File: config.mk
export PLATFORM = sky130hd
export DESIGN_NAME = rtdseq_top
export DESIGN_NICKNAME = d
export VERILOG_FILES = /design/src/rtdseq_pkg.sv /design/src/rtdseq_div_if.sv /design/src/rtdseq_div.sv /design/src/rtdseq_top.sv
export VERILOG_INCLUDE_DIRS = /design/src
export SDC_FILE = /design/constraint.sdc
export NUM_CORES = 1
export LEC_CHECK = 0
export BUFFER_PORTS_ARGS = -buffer_cell sky130_fd_sc_hd__buf_2
export CAP_MARGIN = 20
export CORE_ASPECT_RATIO = 1.4
export CORE_MARGIN = 1.5
export CORE_UTILIZATION = 40
export CTS_CLUSTER_DIAMETER = 200
export DETAILED_ROUTE_END_ITERATION = 12
export GPL_ROUTABILITY_DRIVEN = 0
export PLACE_DENSITY = 0.61
export SYNTH_ARGS = -nofsm -noshare
export SYNTH_HDL_FRONTEND = slang
export SYNTH_HIERARCHICAL = 1
export SYNTH_SLANG_ARGS = --single-unit
File: constraint.sdc
create_clock -name clk -period 17.1 [get_ports clk]
set_clock_uncertainty 0.15 [all_clocks]
set_input_delay 2.565 -clock clk [delete_from_list [all_inputs] [get_ports clk]]
set_output_delay 2.565 -clock clk [all_outputs]
set_load 0.005 [all_outputs]
File: src/rtdseq_map.svh
// Purpose: Offsets, fields, reset values and timing counts of the RTD sequencer
// Assumes: 250 MHz core clock, registers reached over APB
// Notes: Macros only; the package holds the types
`ifndef RTDSEQ_MAP_SVH
`define RTDSEQ_MAP_SVH

`define RTDSEQ_CLK_MHZ 250
`define RTDSEQ_OFF_CTRL 8'h00
`define RTDSEQ_OFF_CMD 8'h04
`define RTDSEQ_OFF_STAT 8'h08
`define RTDSEQ_OFF_PORT0 8'h0c
`define RTDSEQ_OFF_TRIM 8'h1c
`define RTDSEQ_ORDER_LSB 0
`define RTDSEQ_DUMMY_LSB 2
`define RTDSEQ_SPACE_LSB 5
`define RTDSEQ_LIMIT_LSB 7
`define RTDSEQ_PERIOD_LSB 10
`define RTDSEQ_INTEN_BIT 14
`define RTDSEQ_CTRL_RESET 15'h1b8b
`define RTDSEQ_OP_TEMP 8'h03
`define RTDSEQ_OP_CAL 8'h0e
`define RTDSEQ_CHARGE_NS 1000
`define RTDSEQ_SHORT_NS 8000
`define RTDSEQ_OPEN_NS 2000
`define RTDSEQ_SPACE_BASE_US 128
`define RTDSEQ_LIMIT_BASE_US 256
`define RTDSEQ_REF_NS 250
`define RTDSEQ_CHARGE_CYC ((`RTDSEQ_CHARGE_NS * `RTDSEQ_CLK_MHZ + 999) / 1000)
`define RTDSEQ_SHORT_CYC ((`RTDSEQ_SHORT_NS * `RTDSEQ_CLK_MHZ + 999) / 1000)
`define RTDSEQ_OPEN_CYC ((`RTDSEQ_OPEN_NS * `RTDSEQ_CLK_MHZ) / 1000)
`define RTDSEQ_TICK_FRAC ((65536 * 1000 / `RTDSEQ_CLK_MHZ + `RTDSEQ_REF_NS / 2) / `RTDSEQ_REF_NS)

`endif

File: src/rtdseq_pkg.sv
// Purpose: Types shared by the RTD sequencer
// Assumes: Nothing beyond the map header
// Notes: One-hot state codes
`default_nettype none
package rtdseq_pkg;
    typedef enum logic [8:0] {
        ST_IDLE = 9'h001,
        ST_CHARGE = 9'h002,
        ST_DISCH = 9'h004,
        ST_SPACE = 9'h008,
        ST_COMMIT = 9'h010,
        ST_CARM = 9'h020,
        ST_CMEAS = 9'h040,
        ST_CDIV = 9'h080,
        ST_CDONE = 9'h100
    } rtdseq_state_t;
endpackage
`default_nettype wire

File: src/rtdseq_div_if.sv
// Purpose: Request and answer wires between sequencer and averaging divider
// Assumes: One clock domain
// Notes: start is a one-cycle pulse, done likewise
`default_nettype none
interface rtdseq_div_if;
    logic start;
    logic [31:0] dividend;
    logic [3:0] divisor;
    logic done;
    logic [31:0] quotient;
    modport client (output start, output dividend, output divisor, input done, input quotient);
    modport server (input start, input dividend, input divisor, output done, output quotient);
endinterface
`default_nettype wire

File: src/rtdseq_div.sv
// Purpose: Restoring divider averaging the calibration sum
// Assumes: Divisor nonzero, start only while idle
// Notes: One quotient bit per cycle keeps the area small; 32 cycles per divide
`default_nettype none
module rtdseq_div (
    input wire logic clk,
    input wire logic rst_n,
    rtdseq_div_if.server dv
);
    logic [31:0] quo_reg;
    logic [3:0] rem_reg;
    logic [5:0] cnt_reg;
    logic done_reg;
    logic [4:0] trial;

    assign trial = {rem_reg, quo_reg[31]};
    assign dv.quotient = quo_reg;
    assign dv.done = done_reg;

    always_ff @(posedge clk)
    begin
        if (!rst_n)
        begin
            quo_reg <= 32'h0;
            rem_reg <= 4'h0;
            cnt_reg <= 6'h0;
            done_reg <= 1'b0;
        end
        else if (dv.start)
        begin
            quo_reg <= dv.dividend;
            rem_reg <= 4'h0;
            cnt_reg <= 6'h20;
            done_reg <= 1'b0;
        end
        else if (cnt_reg != 6'h0)
        begin
            if (trial >= {1'b0, dv.divisor})
            begin
                rem_reg <= 4'(trial - {1'b0, dv.divisor});
                quo_reg <= {quo_reg[30:0], 1'b1};
            end
            else
            begin
                rem_reg <= trial[3:0];
                quo_reg <= {quo_reg[30:0], 1'b0};
            end
            cnt_reg <= cnt_reg - 6'h1;
            done_reg <= (cnt_reg == 6'h1);
        end
        else
        begin
            done_reg <= 1'b0;
        end
    end
endmodule
`default_nettype wire

File: src/rtdseq_top.sv
// Purpose: Temperature port sequencer, slow-clock calibration and interrupt flags
// Assumes: Comparator and slow clock inputs already synchronous to clk
// Notes: Times count in core cycles and convert to reference periods with 16-bit fraction
`default_nettype none
`include "rtdseq_map.svh"
module rtdseq_top #(
    parameter int SPACE_BASE_CYC = `RTDSEQ_SPACE_BASE_US * `RTDSEQ_CLK_MHZ,
    parameter int LIMIT_BASE_CYC = `RTDSEQ_LIMIT_BASE_US * `RTDSEQ_CLK_MHZ
) (
    input wire logic clk,
    input wire logic rst_n,
    input wire logic psel,
    input wire logic penable,
    input wire logic pwrite,
    input wire logic [7:0] paddr,
    input wire logic [31:0] pwdata,
    output logic [31:0] prdata,
    output logic pready,
    output logic pslverr,
    input wire logic compBelow,
    input wire logic slowClk,
    output logic capChargeOut,
    output logic capChargeOe,
    output logic emuSelect,
    output logic [1:0] portSel,
    output logic busy,
    output logic intN
);
    rtdseq_pkg::rtdseq_state_t state_reg;
    logic [14:0] ctrl_reg;
    logic [23:0] stepCnt_reg;
    logic [23:0] dischCnt_reg;
    logic [2:0] dummyLeft_reg;
    logic [1:0] portIdx_reg;
    logic realPass_reg;
    logic faultAll_reg;
    logic [31:0] stage_reg [4];
    logic [31:0] portRes_reg [4];
    logic [30:0] trim_reg;
    logic [3:0] calEdges_reg;
    logic [31:0] calAcc_reg;
    logic [23:0] calCnt_reg;
    logic slowQ_reg;
    logic thermalDone_reg;
    logic calDone_reg;
    logic timeout_reg;
    logic [31:0] prdata_reg;
    logic pslverr_reg;
    logic emuSelect_reg;
    logic [1:0] portSel_reg;

    logic setup;
    logic access;
    logic mapped;
    logic cmdTemp;
    logic cmdCal;
    logic [2:0] statClr;
    logic slowRise;
    logic [1:0] orderSel;
    logic [1:0] lastIdx;
    logic [3:0] calPeriod;
    logic [23:0] spaceCyc;
    logic [23:0] limitCyc;
    logic [39:0] timeProd;
    logic [31:0] measTime;
    logic measShort;
    logic stepEnd;
    logic lastStep;
    logic setTemp;
    logic setCal;
    logic setTimeout;

    rtdseq_div_if divIf ();

    rtdseq_div u_div (
        .clk(clk),
        .rst_n(rst_n),
        .dv(divIf.server)
    );

    function automatic logic [1:0] portOf(input logic [1:0] sel, input logic [1:0] idx);
        case (sel)
            2'b00: portOf = {idx[0], 1'b0};
            2'b01: portOf = {idx[0], 1'b1};
            2'b10: portOf = {1'b0, idx[0]};
            default: portOf = idx;
        endcase
    endfunction

    assign orderSel = ctrl_reg[`RTDSEQ_ORDER_LSB +: 2];
    assign lastIdx = (orderSel == 2'b11) ? 2'h3 : 2'h1;
    assign calPeriod = ctrl_reg[`RTDSEQ_PERIOD_LSB +: 4];
    assign spaceCyc = 24'(SPACE_BASE_CYC) << ctrl_reg[`RTDSEQ_SPACE_LSB +: 2];
    assign limitCyc = 24'(LIMIT_BASE_CYC * (int'(ctrl_reg[`RTDSEQ_LIMIT_LSB +: 3]) + 1));

    // Bus: zero wait states, read data captured in the setup cycle
    assign setup = psel && !penable;
    assign access = psel && penable;
    assign pready = 1'b1;
    assign prdata = prdata_reg;
    assign pslverr = pslverr_reg;
    assign mapped = (paddr[1:0] == 2'b00) && (paddr <= `RTDSEQ_OFF_TRIM);
    assign cmdTemp = access && pwrite && !pslverr_reg && (paddr == `RTDSEQ_OFF_CMD)
        && (pwdata[7:0] == `RTDSEQ_OP_TEMP);
    assign cmdCal = access && pwrite && !pslverr_reg && (paddr == `RTDSEQ_OFF_CMD)
        && (pwdata[7:0] == `RTDSEQ_OP_CAL);
    // Only flags shown to the reader are cleared; later ones survive the read
    assign statClr = (access && !pwrite && paddr == `RTDSEQ_OFF_STAT) ? prdata_reg[2:0] : 3'h0;

    assign slowRise = slowClk && !slowQ_reg;
    assign timeProd = 40'(dischCnt_reg) * 40'(`RTDSEQ_TICK_FRAC);
    assign measTime = timeProd[31:0];
    assign measShort = dischCnt_reg < 24'(`RTDSEQ_SHORT_CYC);
    assign stepEnd = (state_reg == rtdseq_pkg::ST_SPACE) && (stepCnt_reg >= spaceCyc - 24'h1);
    assign lastStep = (dummyLeft_reg == 3'h0) && realPass_reg && (portIdx_reg == lastIdx);

    assign capChargeOe = (state_reg == rtdseq_pkg::ST_CHARGE);
    assign capChargeOut = capChargeOe;
    assign emuSelect = emuSelect_reg;
    assign portSel = portSel_reg;
    assign busy = (state_reg != rtdseq_pkg::ST_IDLE);
    // Active low; held off entirely while the enable bit is clear
    assign intN = !(ctrl_reg[`RTDSEQ_INTEN_BIT]
        && (thermalDone_reg || calDone_reg || timeout_reg));

    assign divIf.start = (state_reg == rtdseq_pkg::ST_CMEAS) && slowRise
        && (calEdges_reg + 4'h1 == calPeriod);
    // Closing edge's own cycle is added here, so N periods count exactly N spans
    assign divIf.dividend = calAcc_reg + 32'(`RTDSEQ_TICK_FRAC);
    assign divIf.divisor = calPeriod;

    assign setTemp = (state_reg == rtdseq_pkg::ST_COMMIT);
    assign setCal = (state_reg == rtdseq_pkg::ST_CDONE);
    assign setTimeout = ((state_reg == rtdseq_pkg::ST_DISCH) && !compBelow
        && (stepCnt_reg >= spaceCyc + 24'(`RTDSEQ_OPEN_CYC)) && realPass_reg
        && dummyLeft_reg == 3'h0)
        || ((state_reg == rtdseq_pkg::ST_CARM || state_reg == rtdseq_pkg::ST_CMEAS)
        && calCnt_reg >= limitCyc);

    always_ff @(posedge clk)
    begin
        if (!rst_n)
        begin
            prdata_reg <= 32'h0;
            pslverr_reg <= 1'b0;
            ctrl_reg <= `RTDSEQ_CTRL_RESET;
        end
        else
        begin
            if (setup)
            begin
                pslverr_reg <= !mapped;
                case (paddr)
                    `RTDSEQ_OFF_CTRL: prdata_reg <= {17'h0, ctrl_reg};
                    `RTDSEQ_OFF_STAT: prdata_reg <= {28'h0, busy, timeout_reg, calDone_reg,
                        thermalDone_reg};
                    `RTDSEQ_OFF_TRIM: prdata_reg <= {1'b0, trim_reg};
                    8'h0c, 8'h10, 8'h14, 8'h18: prdata_reg <= portRes_reg[2'(paddr[7:2] - 6'h3)];
                    default: prdata_reg <= 32'h0;
                endcase
            end
            if (access && pwrite && paddr == `RTDSEQ_OFF_CTRL)
            begin
                ctrl_reg <= pwdata[14:0];
            end
        end
    end

    // Set wins over a clear in the same cycle
    always_ff @(posedge clk)
    begin
        if (!rst_n)
        begin
            thermalDone_reg <= 1'b0;
            calDone_reg <= 1'b0;
            timeout_reg <= 1'b0;
        end
        else
        begin
            thermalDone_reg <= (thermalDone_reg && !statClr[0]) || setTemp;
            calDone_reg <= (calDone_reg && !statClr[1]) || setCal;
            timeout_reg <= (timeout_reg && !statClr[2]) || setTimeout;
        end
    end

    always_ff @(posedge clk)
    begin
        if (!rst_n)
        begin
            slowQ_reg <= 1'b0;
        end
        else
        begin
            slowQ_reg <= slowClk;
        end
    end

    always_ff @(posedge clk)
    begin
        if (!rst_n)
        begin
            state_reg <= rtdseq_pkg::ST_IDLE;
            stepCnt_reg <= 24'h0;
            dischCnt_reg <= 24'h0;
            dummyLeft_reg <= 3'h0;
            portIdx_reg <= 2'h0;
            realPass_reg <= 1'b0;
            faultAll_reg <= 1'b0;
            emuSelect_reg <= 1'b0;
            portSel_reg <= 2'h0;
            calEdges_reg <= 4'h0;
            calAcc_reg <= 32'h0;
            calCnt_reg <= 24'h0;
            trim_reg <= 31'h0;
            for (int i = 0; i < 4; i++)
            begin
                stage_reg[i] <= 32'h0;
                portRes_reg[i] <= 32'h0;
            end
        end
        else
        begin
            case (state_reg)
                rtdseq_pkg::ST_IDLE:
                begin
                    stepCnt_reg <= 24'h0;
                    calCnt_reg <= 24'h0;
                    calAcc_reg <= 32'h0;
                    calEdges_reg <= 4'h0;
                    if (cmdTemp)
                    begin
                        dummyLeft_reg <= ctrl_reg[`RTDSEQ_DUMMY_LSB +: 3];
                        emuSelect_reg <= (ctrl_reg[`RTDSEQ_DUMMY_LSB +: 3] != 3'h0);
                        portIdx_reg <= 2'h0;
                        portSel_reg <= portOf(orderSel, 2'h0);
                        realPass_reg <= 1'b0;
                        faultAll_reg <= 1'b0;
                        state_reg <= rtdseq_pkg::ST_CHARGE;
                    end
                    else if (cmdCal)
                    begin
                        // A zero period count cannot be averaged; the command ends at once with calDone set and trim kept
                        state_reg <= (calPeriod == 4'h0) ? rtdseq_pkg::ST_CDONE
                            : rtdseq_pkg::ST_CARM;
                    end
                end
                rtdseq_pkg::ST_CHARGE:
                begin
                    stepCnt_reg <= stepCnt_reg + 24'h1;
                    dischCnt_reg <= 24'h0;
                    if (stepCnt_reg == 24'(`RTDSEQ_CHARGE_CYC - 1))
                    begin
                        // Comparator still low after charging: capacitor path is broken
                        if (compBelow)
                        begin
                            faultAll_reg <= 1'b1;
                        end
                        state_reg <= rtdseq_pkg::ST_DISCH;
                    end
                end
                rtdseq_pkg::ST_DISCH:
                begin
                    stepCnt_reg <= stepCnt_reg + 24'h1;
                    dischCnt_reg <= dischCnt_reg + 24'h1;
                    if (compBelow || setTimeout
                        || stepCnt_reg >= spaceCyc + 24'(`RTDSEQ_OPEN_CYC))
                    begin
                        if (realPass_reg && dummyLeft_reg == 3'h0)
                        begin
                            if (!compBelow)
                            begin
                                stage_reg[portSel_reg] <= 32'hffffffff;
                            end
                            else if (measShort)
                            begin
                                stage_reg[portSel_reg] <= 32'h0;
                            end
                            else
                            begin
                                stage_reg[portSel_reg] <= measTime;
                            end
                        end
                        state_reg <= rtdseq_pkg::ST_SPACE;
                    end
                end
                rtdseq_pkg::ST_SPACE:
                begin
                    stepCnt_reg <= stepCnt_reg + 24'h1;
                    if (stepEnd)
                    begin
                        stepCnt_reg <= 24'h0;
                        state_reg <= lastStep ? rtdseq_pkg::ST_COMMIT : rtdseq_pkg::ST_CHARGE;
                        if (dummyLeft_reg != 3'h0)
                        begin
                            dummyLeft_reg <= dummyLeft_reg - 3'h1;
                            emuSelect_reg <= (dummyLeft_reg != 3'h1);
                        end
                        else if (!realPass_reg)
                        begin
                            realPass_reg <= 1'b1;
                        end
                        else if (!lastStep)
                        begin
                            realPass_reg <= 1'b0;
                            portIdx_reg <= portIdx_reg + 2'h1;
                            portSel_reg <= portOf(orderSel, portIdx_reg + 2'h1);
                        end
                    end
                end
                rtdseq_pkg::ST_COMMIT:
                begin
                    // Unselected ports keep their previous results unless a charge fault sets all four to all ones
                    for (int i = 0; i < 4; i++)
                    begin
                        if (faultAll_reg)
                        begin
                            portRes_reg[i] <= 32'hffffffff;
                        end
                        else if (orderSel == 2'b11 || portOf(orderSel, 2'h0) == 2'(i)
                            || portOf(orderSel, 2'h1) == 2'(i))
                        begin
                            portRes_reg[i] <= stage_reg[i];
                        end
                    end
                    state_reg <= rtdseq_pkg::ST_IDLE;
                end
                rtdseq_pkg::ST_CARM:
                begin
                    calCnt_reg <= calCnt_reg + 24'h1;
                    if (setTimeout)
                    begin
                        state_reg <= rtdseq_pkg::ST_CDONE;
                    end
                    else if (slowRise)
                    begin
                        state_reg <= rtdseq_pkg::ST_CMEAS;
                    end
                end
                rtdseq_pkg::ST_CMEAS:
                begin
                    calCnt_reg <= calCnt_reg + 24'h1;
                    calAcc_reg <= calAcc_reg + 32'(`RTDSEQ_TICK_FRAC);
                    if (setTimeout)
                    begin
                        state_reg <= rtdseq_pkg::ST_CDONE;
                    end
                    else if (slowRise)
                    begin
                        calEdges_reg <= calEdges_reg + 4'h1;
                        if (divIf.start)
                        begin
                            state_reg <= rtdseq_pkg::ST_CDIV;
                        end
                    end
                end
                rtdseq_pkg::ST_CDIV:
                begin
                    if (divIf.done)
                    begin
                        trim_reg <= divIf.quotient[30:0];
                        state_reg <= rtdseq_pkg::ST_CDONE;
                    end
                end
                rtdseq_pkg::ST_CDONE:
                begin
                    state_reg <= rtdseq_pkg::ST_IDLE;
                end
                default:
                begin
                    state_reg <= rtdseq_pkg::ST_IDLE;
                end
            endcase
        end
    end
endmodule
`default_nettype wire

### Yosys cells after proc, flatten, opt, wreduce, memory -nomap -nowiden

Memories as Yosys holds them, arrays and structs flattened.
Index checks and enable logic that the tools add are counted.
Widths: inputs -> output; s select.

* add/subtract/negate cells: 13
* multipliers: 2
* magnitude comparators: 6
* equal/unequal tests: 49
* shift-type cells: 1
* multiplexer cells: 127
* bitwise gates (word level): 12
* reduce and logical (&&, ||, !) cells: 83

Operators by type and width (count)
* $mux 32: 13
* $pmux 32 s4: 1
* $mux 9: 12
* $pmux 24 s2: 2
* $add 24x1->24 const B: 3
* $pmux 24 s3: 1
* $pmux 32 s2: 1
* $pmux 9 s7: 1
* $mux 1: 58
* $ge 24x24->1: 2
* $mux 2: 18
* $add 32x11->32 const B: 1
* $eq 8x5->1 const B: 4
* $mul 24x11->32 const B: 1
* $reduce_or 32->1: 1
* $logic_and 1x1->1: 26
* $add 24x9->24 const B: 1
* $eq 24x8->1 const B: 1
* $eq 8x4->1 const B: 3
* $ge 24x20->1: 1
* $lt 24x11->1 const B: 1
* $mux 24: 1
* $shl 15x2->24 const A: 1
* $sub 24x1->24 const B: 1
* other kinds (59): 138

* register bits after elaboration: 253
* memory bits (writable): 256
* output and inout bits: 41
* word-level logic and storage cells: 320
* memories: 2

Memory list
* portRes_reg: words 4, bits a word 32, rd ports 1, clocked after memory_dff 0, wr ports 4, line rtdseq_top.sv:38 `logic [31:0] portRes_reg [4];`
* stage_reg: words 4, bits a word 32, rd ports 4, clocked after memory_dff 0, wr ports 4, line rtdseq_top.sv:37 `logic [31:0] stage_reg [4];`

### Depth between registers and ports, before layout

Gate-level depths: netlist of run 1.

* word-level depth: 17
* gate-level depth with buffers: 26
* depth with buffers taken out: 24

### Cells and area by module

Netlist of run 1, hierarchy kept.

By module, submodules not included
* rtdseq_top: times used 1, cells an instance 2531, area an instance 25619.6 µm², sequential area each 11891.4 µm²
* rtdseq_div: times used 1, cells an instance 221, area an instance 2045.7 µm², sequential area each 860.8 µm²

### Least setup slack after synthesis of run 1

No wires, ideal clock.

* kind: register to register
* start point: register ctrl_reg[7]
* end point: memory stage_reg[1][0] (enable)
* setup time: 478 ps
* data arrival time: 5490 ps
* required time: 16472 ps
* path slack: 10982 ps
* cell stages (with the launch flop): 23
* buffers on the path: 2
* cells stage by stage: dfxtp_1 -> ha_1 -> xor2_1 -> fa_1 -> fa_1 -> inv_1 -> ha_1 -> a21oi_1 -> nor2b_1 -> o211ai_1 -> nand2_1 -> a21oi_1 -> xor2_1 -> ha_1 -> o211ai_1 -> o211ai_1 -> a21oi_1 -> nor2_1 -> o2111ai_1 -> or3b_1 -> clkbuf_1 -> clkbuf_1 -> nand2_1

RTL lines
* start, declared: line rtdseq_top.sv:30 `logic [14:0] ctrl_reg;`
* start signal, assigned: line rtdseq_top.sv:146 `` ctrl_reg <= `RTDSEQ_CTRL_RESET; ``
* start signal, assigned: line rtdseq_top.sv:164 `ctrl_reg <= pwdata[14:0];`
* end, declared: line rtdseq_top.sv:37

==> metrics.md, run 1 <==
| Metric | Value |
|---|---|
| N_diodes | `0` |
| Critical path launch point type | `register` |
| Starting Density | `0.406` |
| Die area | `70800 um^2` |
| Post-layout net count | `3069` |
| Hold WS | `306 ps` |
| Hold WC Path Type | `reg -> reg` |
| Routed Antenna Nets | `0` |
| Pre-CTS setup slack | `9740 ps` |
| Run status | `finished, final reports clean` |
| Area contributors post-synth | `edfxtp_1 28%, dfxtp_1 18%, ha_1 9.5%` |
| CORE AREA | `68100 um^2` |
| Crit path launch | `ctrl_reg[7]` |
| Total negative slack | `0 ps` |
| F_max | `0.137 GHz` |
| Rel. slew slack | `0.260` |
| Primary FF master, synth | `edfxtp_1` |
| Drt first pass iters | `6` |
| Final-report hold violation count | `0` |
| Worst VDD drop | `0.0000809 V` |
| Hold depth | `2` |
| IO buf count | `69` |
| Syn Area/Cell | `10.1 um^2` |
| Detailed placement HPWL | `47300 um` |
| Req. time, crit path | `17070 ps` |
| Post_cts resized | `0` |
| Yosys top cell by area | `edfxtp_1` |
| Most frequent cells in the layout | `275 x nor2_1, 256 x edfxtp_1, 253 x dfxtp_1` |
| P_int | `2.02 mW` |
| R2R Path End | `stage_reg[1][28]` |
| Mapped Cells | `2752` |
| Final Instance Area | `30500 um^2` |
| Commonest non-fill, non-tap cell in the layout | `nor2_1` |
| Reg2Reg Launch Point | `ctrl_reg[7]` |
| Max Cap Viol | `0` |
| Final worst path period need | `7300 ps` |
| CTS sink cnt | `509` |
| Cts bufs inserted | `51` |
| Vias per inst | `5.51` |
| Post-CTS setup buffer count | `0` |
| Critical setup path kind | `reg -> reg` |
| Final Power | `2.66 mW` |
| Reg area | `12800 um^2` |
| Initial antenna violation count | `1` |
| Vias post-DR | `20.5k` |
| Asr flop ratio synth | `0` |
| Slew Viols, Final | `0` |
| Cell Pwr Density | `87.2 nW/um^2` |
| Cell row count | `113` |
| CTS tree | `done` |
| Worst Setup Slack, final | `9800 ps` |
| Psw | `644 uW` |
| Final wirelength | `70700 um` |
| Post-placement cell count | `3632` |
| Hold endpoint | `trim_reg[3]` |
| Crit end category | `register` |
| Fillers | `6476` |
| Reg-to-reg setup timing slack | `9800 ps` |
| Die Span X | `225 um` |
| Root Driver | `clkbuf_16` |
| Worst hold start | `trim_reg[3]` |
| Sequential fraction of the synthesis area | `0.461` |
| Non-Filler Instances | `3725` |
| RSZ-0062 raised after global routing | `no` |
| Area of the multi-input gates | `13700 um^2` |
| Synth warn | `6` |
| Finished Core Util | `0.448` |
| Distinct cell type count after synthesis | `82` |
| H-Tree Level Count | `2` |
| Clock power share | `0.416` |
| Least-Margin Pin Slew | `1110 ps` |
| Register share of total power | `0.504` |
| # DRC | `0` |
| Vias in the first global route | `20.6k` |
| Initial DRC Count | `1528` |
| Area added between synthesis and finish | `10.4%` |
| Die Y | `314 um` |
| Largest net degree at the start of global routing | `109` |
| GR Util All Layers | `0.199` |
| Final period util | `0.427` |
| Grt ovf | `0` |
| Hold_buf cts | `0` |
| First-pass GRT wire length | `111000 um` |
| # setup viols final | `0` |
| Worst-Skew Late Latency | `610 ps` |
| Wirelength per Cell | `19.0 um` |
| CTS clk-pin slew, worst paths | `60 ps` |
| Comb power frac | `0.080` |
| Placed cell area | `28900 um^2` |
| Synth top area share | `0.278` |
| Sw Share | `0.242` |
| Mapped Area | `27700 um^2` |
| Num ports | `88` |
| Maximum fanout along the worst path | `32` |
| #FFs+latches synth | `509` |
| Longest Clk Path Bufs | `3` |
| Reg2Reg Depth | `22` |
| Worst Path Arrival | `7260 ps` |
| Static leakage | `13.5 nW` |
| Share of post-route cells with drive strength above 1 | `0.0927` |
| Post-synth EDFFs | `256` |
==> power groups by stage <==
stage	Sequential (mW)	Combinational, mW	Clock [mW]
floorplan	1.36	0.174	0
global placement	1.37	0.208	0
detailed placement	1.37	0.214	0
CTS	1.34	0.215	1.13
global route	1.35	0.230	1.17
finish	1.34	0.212	1.11
==> layer usage <==
layer	up-vias	part of all wire	global-route usage
met5	-	0	0
met4	0	0.030	0.0709
met3	128	0.046	0.0234
met2	513	0.51	0.366
met1	10000	0.41	0.237
li1	9845	-	-
==> synthesized netlist by cell type (all sizes together) (55+ instances only) <==
| library cell | number |
|---|---|
| inv | 188 |
| o21ai | 121 |
| nand2 | 209 |
| clkbuf | 121 |
| nand3 | 89 |
| ha | 211 |
| dfxtp | 253 |
| a21oi | 225 |
| edfxtp | 256 |
| a21o | 146 |
| nor3 | 55 |
| nor2 | 291 |
==> critical path, stage by stage (launching register included) <==
cell	delay [ps]
dfxtp_1	630
ha_1	240
xor2_1	620
fa_1	590
fa_1	530
inv_1	50
ha_1	340
a21oi_1	220
nor2b_1	70
o211ai_1	150
nand2_1	80
a21oi_1	170
xor2_1	180
ha_1	260
o211ai_1	120
o211ai_1	140
a21oi_1	340
nor2_1	110
o2111ai_2	230
buf_4	360
or3b_1	160
buf_4	350
nand2_2	670
==> cell type report <==
| cell class | count | share of cell area |
|---|---|---|
| multi-input cells | 1915 | 0.448 |
| repair buffers | 99 | 0.0194 |
| clock buffers | 67 | 0.0454 |
| clock inverters | 25 | 0.00828 |
| flip-flops and latches | 509 | 0.418 |
| well taps | 920 | 0.0377 |
| inverters | 190 | 0.0234 |
==> kinds of logic (layout without fill, tap and decap cells) <==
family / Yosys count / in the layout / synth area share
buffers and inverters: 334 / 381 / 0.0483
flip-flops: 509 / 509 / 0.461
adder cells (fa/ha/maj): 256 / 256 / 0.128
AND/OR/NAND/NOR: 838 / 838 / 0.144
XOR/XNOR: 90 / 90 / 0.0285
other: 1 / 7 / 0.000136
AO/OA/AOI/OAI: 652 / 652 / 0.149
multiplexers: 72 / 72 / 0.0408
==> how the worst max path moves through the flow <==
stage / endpoint
6_report: stage_reg[1][28]
5_1_grt: stage_reg[1][17]
4_1_cts: stage_reg[1][1]
3_5_place_dp: stage_reg[1][28]
3_3_place_gp: stage_reg[1][28]
2_1_floorplan: stage_reg[1][0]
(Power assumes the default switching activity.)
==> run 2, diff against run 1 <==
--- a/config.mk
+++ b/config.mk
@@ -14,7 +14,7 @@
 export CTS_CLUSTER_DIAMETER = 200
 export DETAILED_ROUTE_END_ITERATION = 12
 export GPL_ROUTABILITY_DRIVEN = 0
-export PLACE_DENSITY = 0.61
+export PLACE_DENSITY = 0.63
 export SYNTH_ARGS = -nofsm -noshare
 export SYNTH_HDL_FRONTEND = slang
 export SYNTH_HIERARCHICAL = 1
==> constraint.sdc (replaced) <==
create_clock -name clk -period 6.2 [get_ports clk]
set_clock_uncertainty 0.15 [all_clocks]
set_input_delay 0.93 -clock clk [delete_from_list [all_inputs] [get_ports clk]]
set_output_delay 0.93 -clock clk [all_outputs]
set_load 0.005 [all_outputs]
==> metrics.md, run 2 (synthesized netlist as in run 1, its figures left out) <==
| Metric | Value |
|---|---|
| Worst Setup Slack, final | `451 ps (-9350 ps)` |
| Grt ovf | `0 (unchanged)` |
| Comb power frac | `0.080 (about the same)` |
| Total negative slack | `0 ps (unchanged)` |
| Cts bufs inserted | `52 (+2.0%)` |
| Final period util | `0.927 (+0.501)` |
| Detailed placement HPWL | `49100 um (+3.9%)` |
| # setup viols final | `0 (unchanged)` |
| Die Y | `314 um (unchanged)` |
| # DRC | `0 (unchanged)` |
| Crit end category | `register` |
| Critical setup path kind | `reg -> reg` |
| Reg area | `12800 um^2 (unchanged)` |
| Rel. slew slack | `0.286 (+0.0263)` |
| Die Span X | `225 um (unchanged)` |
| Share of post-route cells with drive strength above 1 | `0.0953 (+0.00256)` |
| F_max | `0.174 GHz (+27%)` |
| Worst VDD drop | `0.000216 V (+170%)` |
| Final worst path period need | `5750 ps (-1550 ps)` |
| Post-placement cell count | `3648 (+0.44%)` |
| Longest Clk Path Bufs | `3 (unchanged)` |
| Run status | `finished, final reports clean` |
| Area of the multi-input gates | `13700 um^2 (about the same)` |
| Initial DRC Count | `1384 (-9.4%)` |
| Starting Density | `0.406 (unchanged)` |
| Post_cts resized | `0 (unchanged)` |
| Max Cap Viol | `0 (unchanged)` |
| Psw | `1.80 mW (+180%)` |
| Cell row count | `113 (unchanged)` |
| Hold WS | `308 ps (+1.81 ps)` |
| Routed Antenna Nets | `0 (unchanged)` |
| Sw Share | `0.244 (+0.00192)` |
| Commonest non-fill, non-tap cell in the layout | `nor2_1` |
| Reg-to-reg setup timing slack | `450 ps (-9350 ps)` |
| Num ports | `88 (unchanged)` |
| Clock power share | `0.419 (+0.003)` |
| N_diodes | `0 (unchanged)` |
| Vias in the first global route | `21.3k (+3.8%)` |
| Worst Path Arrival | `5910 ps (-1350 ps)` |
| CORE AREA | `68100 um^2 (unchanged)` |
| Req. time, crit path | `6370 ps (-10700 ps)` |
| Vias post-DR | `20.7k (+0.82%)` |
| Worst-Skew Late Latency | `640 ps (+30 ps)` |
| First-pass GRT wire length | `113000 um (+2.0%)` |
| Vias per inst | `5.52 (+0.31%)` |
| Final-report hold violation count | `0 (unchanged)` |
| Least-Margin Pin Slew | `1070 ps (-39.4 ps)` |
| Pre-CTS setup slack | `407 ps (-9330 ps)` |
| Post-layout net count | `3085 (+0.52%)` |
| Root Driver | `clkbuf_16` |
| Post-CTS setup buffer count | `0 (unchanged)` |
| Wirelength per Cell | `18.9 um (-0.49%)` |
| IO buf count | `69 (unchanged)` |
| Fillers | `6419 (-0.88%)` |
| Static leakage | `13.6 nW (+0.62%)` |
| CTS sink cnt | `509 (unchanged)` |
| Drt first pass iters | `5 (-1)` |
| Die area | `70800 um^2 (unchanged)` |
| Final Power | `7.38 mW (+180%)` |
| Non-Filler Instances | `3744 (+0.51%)` |
| CTS clk-pin slew, worst paths | `60 ps (about the same)` |
| CTS tree | `done` |
| H-Tree Level Count | `2 (unchanged)` |
| P_int | `5.58 mW (+180%)` |
| Initial antenna violation count | `2 (+1)` |
| Final wirelength | `70700 um (about the same)` |
| Slew Viols, Final | `0 (unchanged)` |
| Largest net degree at the start of global routing | `87 (-20%)` |
| Area added between synthesis and finish | `10.9%` |
| RSZ-0062 raised after global routing | `no` |
| Most frequent cells in the layout | `275 x nor2_1, 256 x edfxtp_1, 253 x dfxtp_1` |
| GR Util All Layers | `0.201 (+0.00238)` |
| Hold WC Path Type | `reg -> reg` |
| Maximum fanout along the worst path | `10 (-69%)` |
| Hold_buf cts | `0 (unchanged)` |
| Critical path launch point type | `register` |
| Cell Pwr Density | `241 nW/um^2 (+180%)` |
| Register share of total power | `0.502 (-0.002)` |
-- run 2: changes by cell type in the layout (fill, tap and decap cells not counted), moves of 2 or more --
cell,change
buf_4,+12
clkbuf_1,+9
clkinv_2,-8
buf_12,+4
clkbuf_8,+4
clkinv_4,-3
inv_6,+3
nand2_1,+3
nand2_2,-3
bufinv_16,-2
clkinv_1,-2
-- run 2: routing by layer --
layer / track usage / up-vias / wire, um
met5: 0 / - / 13
met4: 0.0689 / 2 / 2060
met3: 0.0260 / 127 / 3300
met2: 0.374 / 525 / 36800
met1: 0.236 / 10200 / 28500
li1: - / 9875 / -
-- run 2: power groups by stage --
| stage | Combinational (mW) | Sequential [mW] | Clock, mW |
|---|---|---|---|
| floorplan | 0.480 | 3.76 | 0 |
| global placement | 0.573 | 3.77 | 0 |
| CTS | 0.592 | 3.70 | 3.15 |
| finish | 0.590 | 3.70 | 3.09 |
| detailed placement | 0.589 | 3.77 | 0 |
| global route | 0.639 | 3.71 | 3.27 |
-- run 2: worst paths after layout --
path | startpoint | to | cells after the start
setup / recovery | ctrl_reg[8] | stage_reg[1][8] | 21
hold / removal | trim_reg[10] | trim_reg[10] | 2
setup reg to reg | ctrl_reg[8] | stage_reg[1][8] | 21
hold reg to reg | trim_reg[10] | trim_reg[10] | 2
-- run 2: worst max-delay path, cell delays in order, from the launching register on --
cell and delay, ps:
dfxtp_1 430, ha_1 190, xor2_1 310, fa_1 520, fa_1 510, inv_1 40
ha_1 330, a21oi_1 220, nor2b_1 70, o211ai_1 150, nand2_1 80, a21oi_1 180
xor2_1 90, ha_1 300, o211ai_1 120, o211ai_1 210, a21oi_1 130, nor2_1 180
o2111ai_2 290, or3b_1 530, nand2_1 170, buf_4 240
-- run 2: final cells by class --
cell class | instances | area share
Timing Repair Buffer | 114 | 0.0240
Inverter | 190 | 0.0233
Sequential cell | 509 | 0.416
Clock inverter | 14 | 0.00501
Multi-Input combinational cell | 1915 | 0.446
Clock buffer | 82 | 0.0490
Tap cell | 920 | 0.0375
-- run 2: metrics by stage --
step	cell area (um^2)	util
final	30700	0.450
after global routing	30700	0.450
after CTS	30700	0.450
after detailed placement	29000	0.426
after global placement	29000	0.426
after floorplan	27700	-
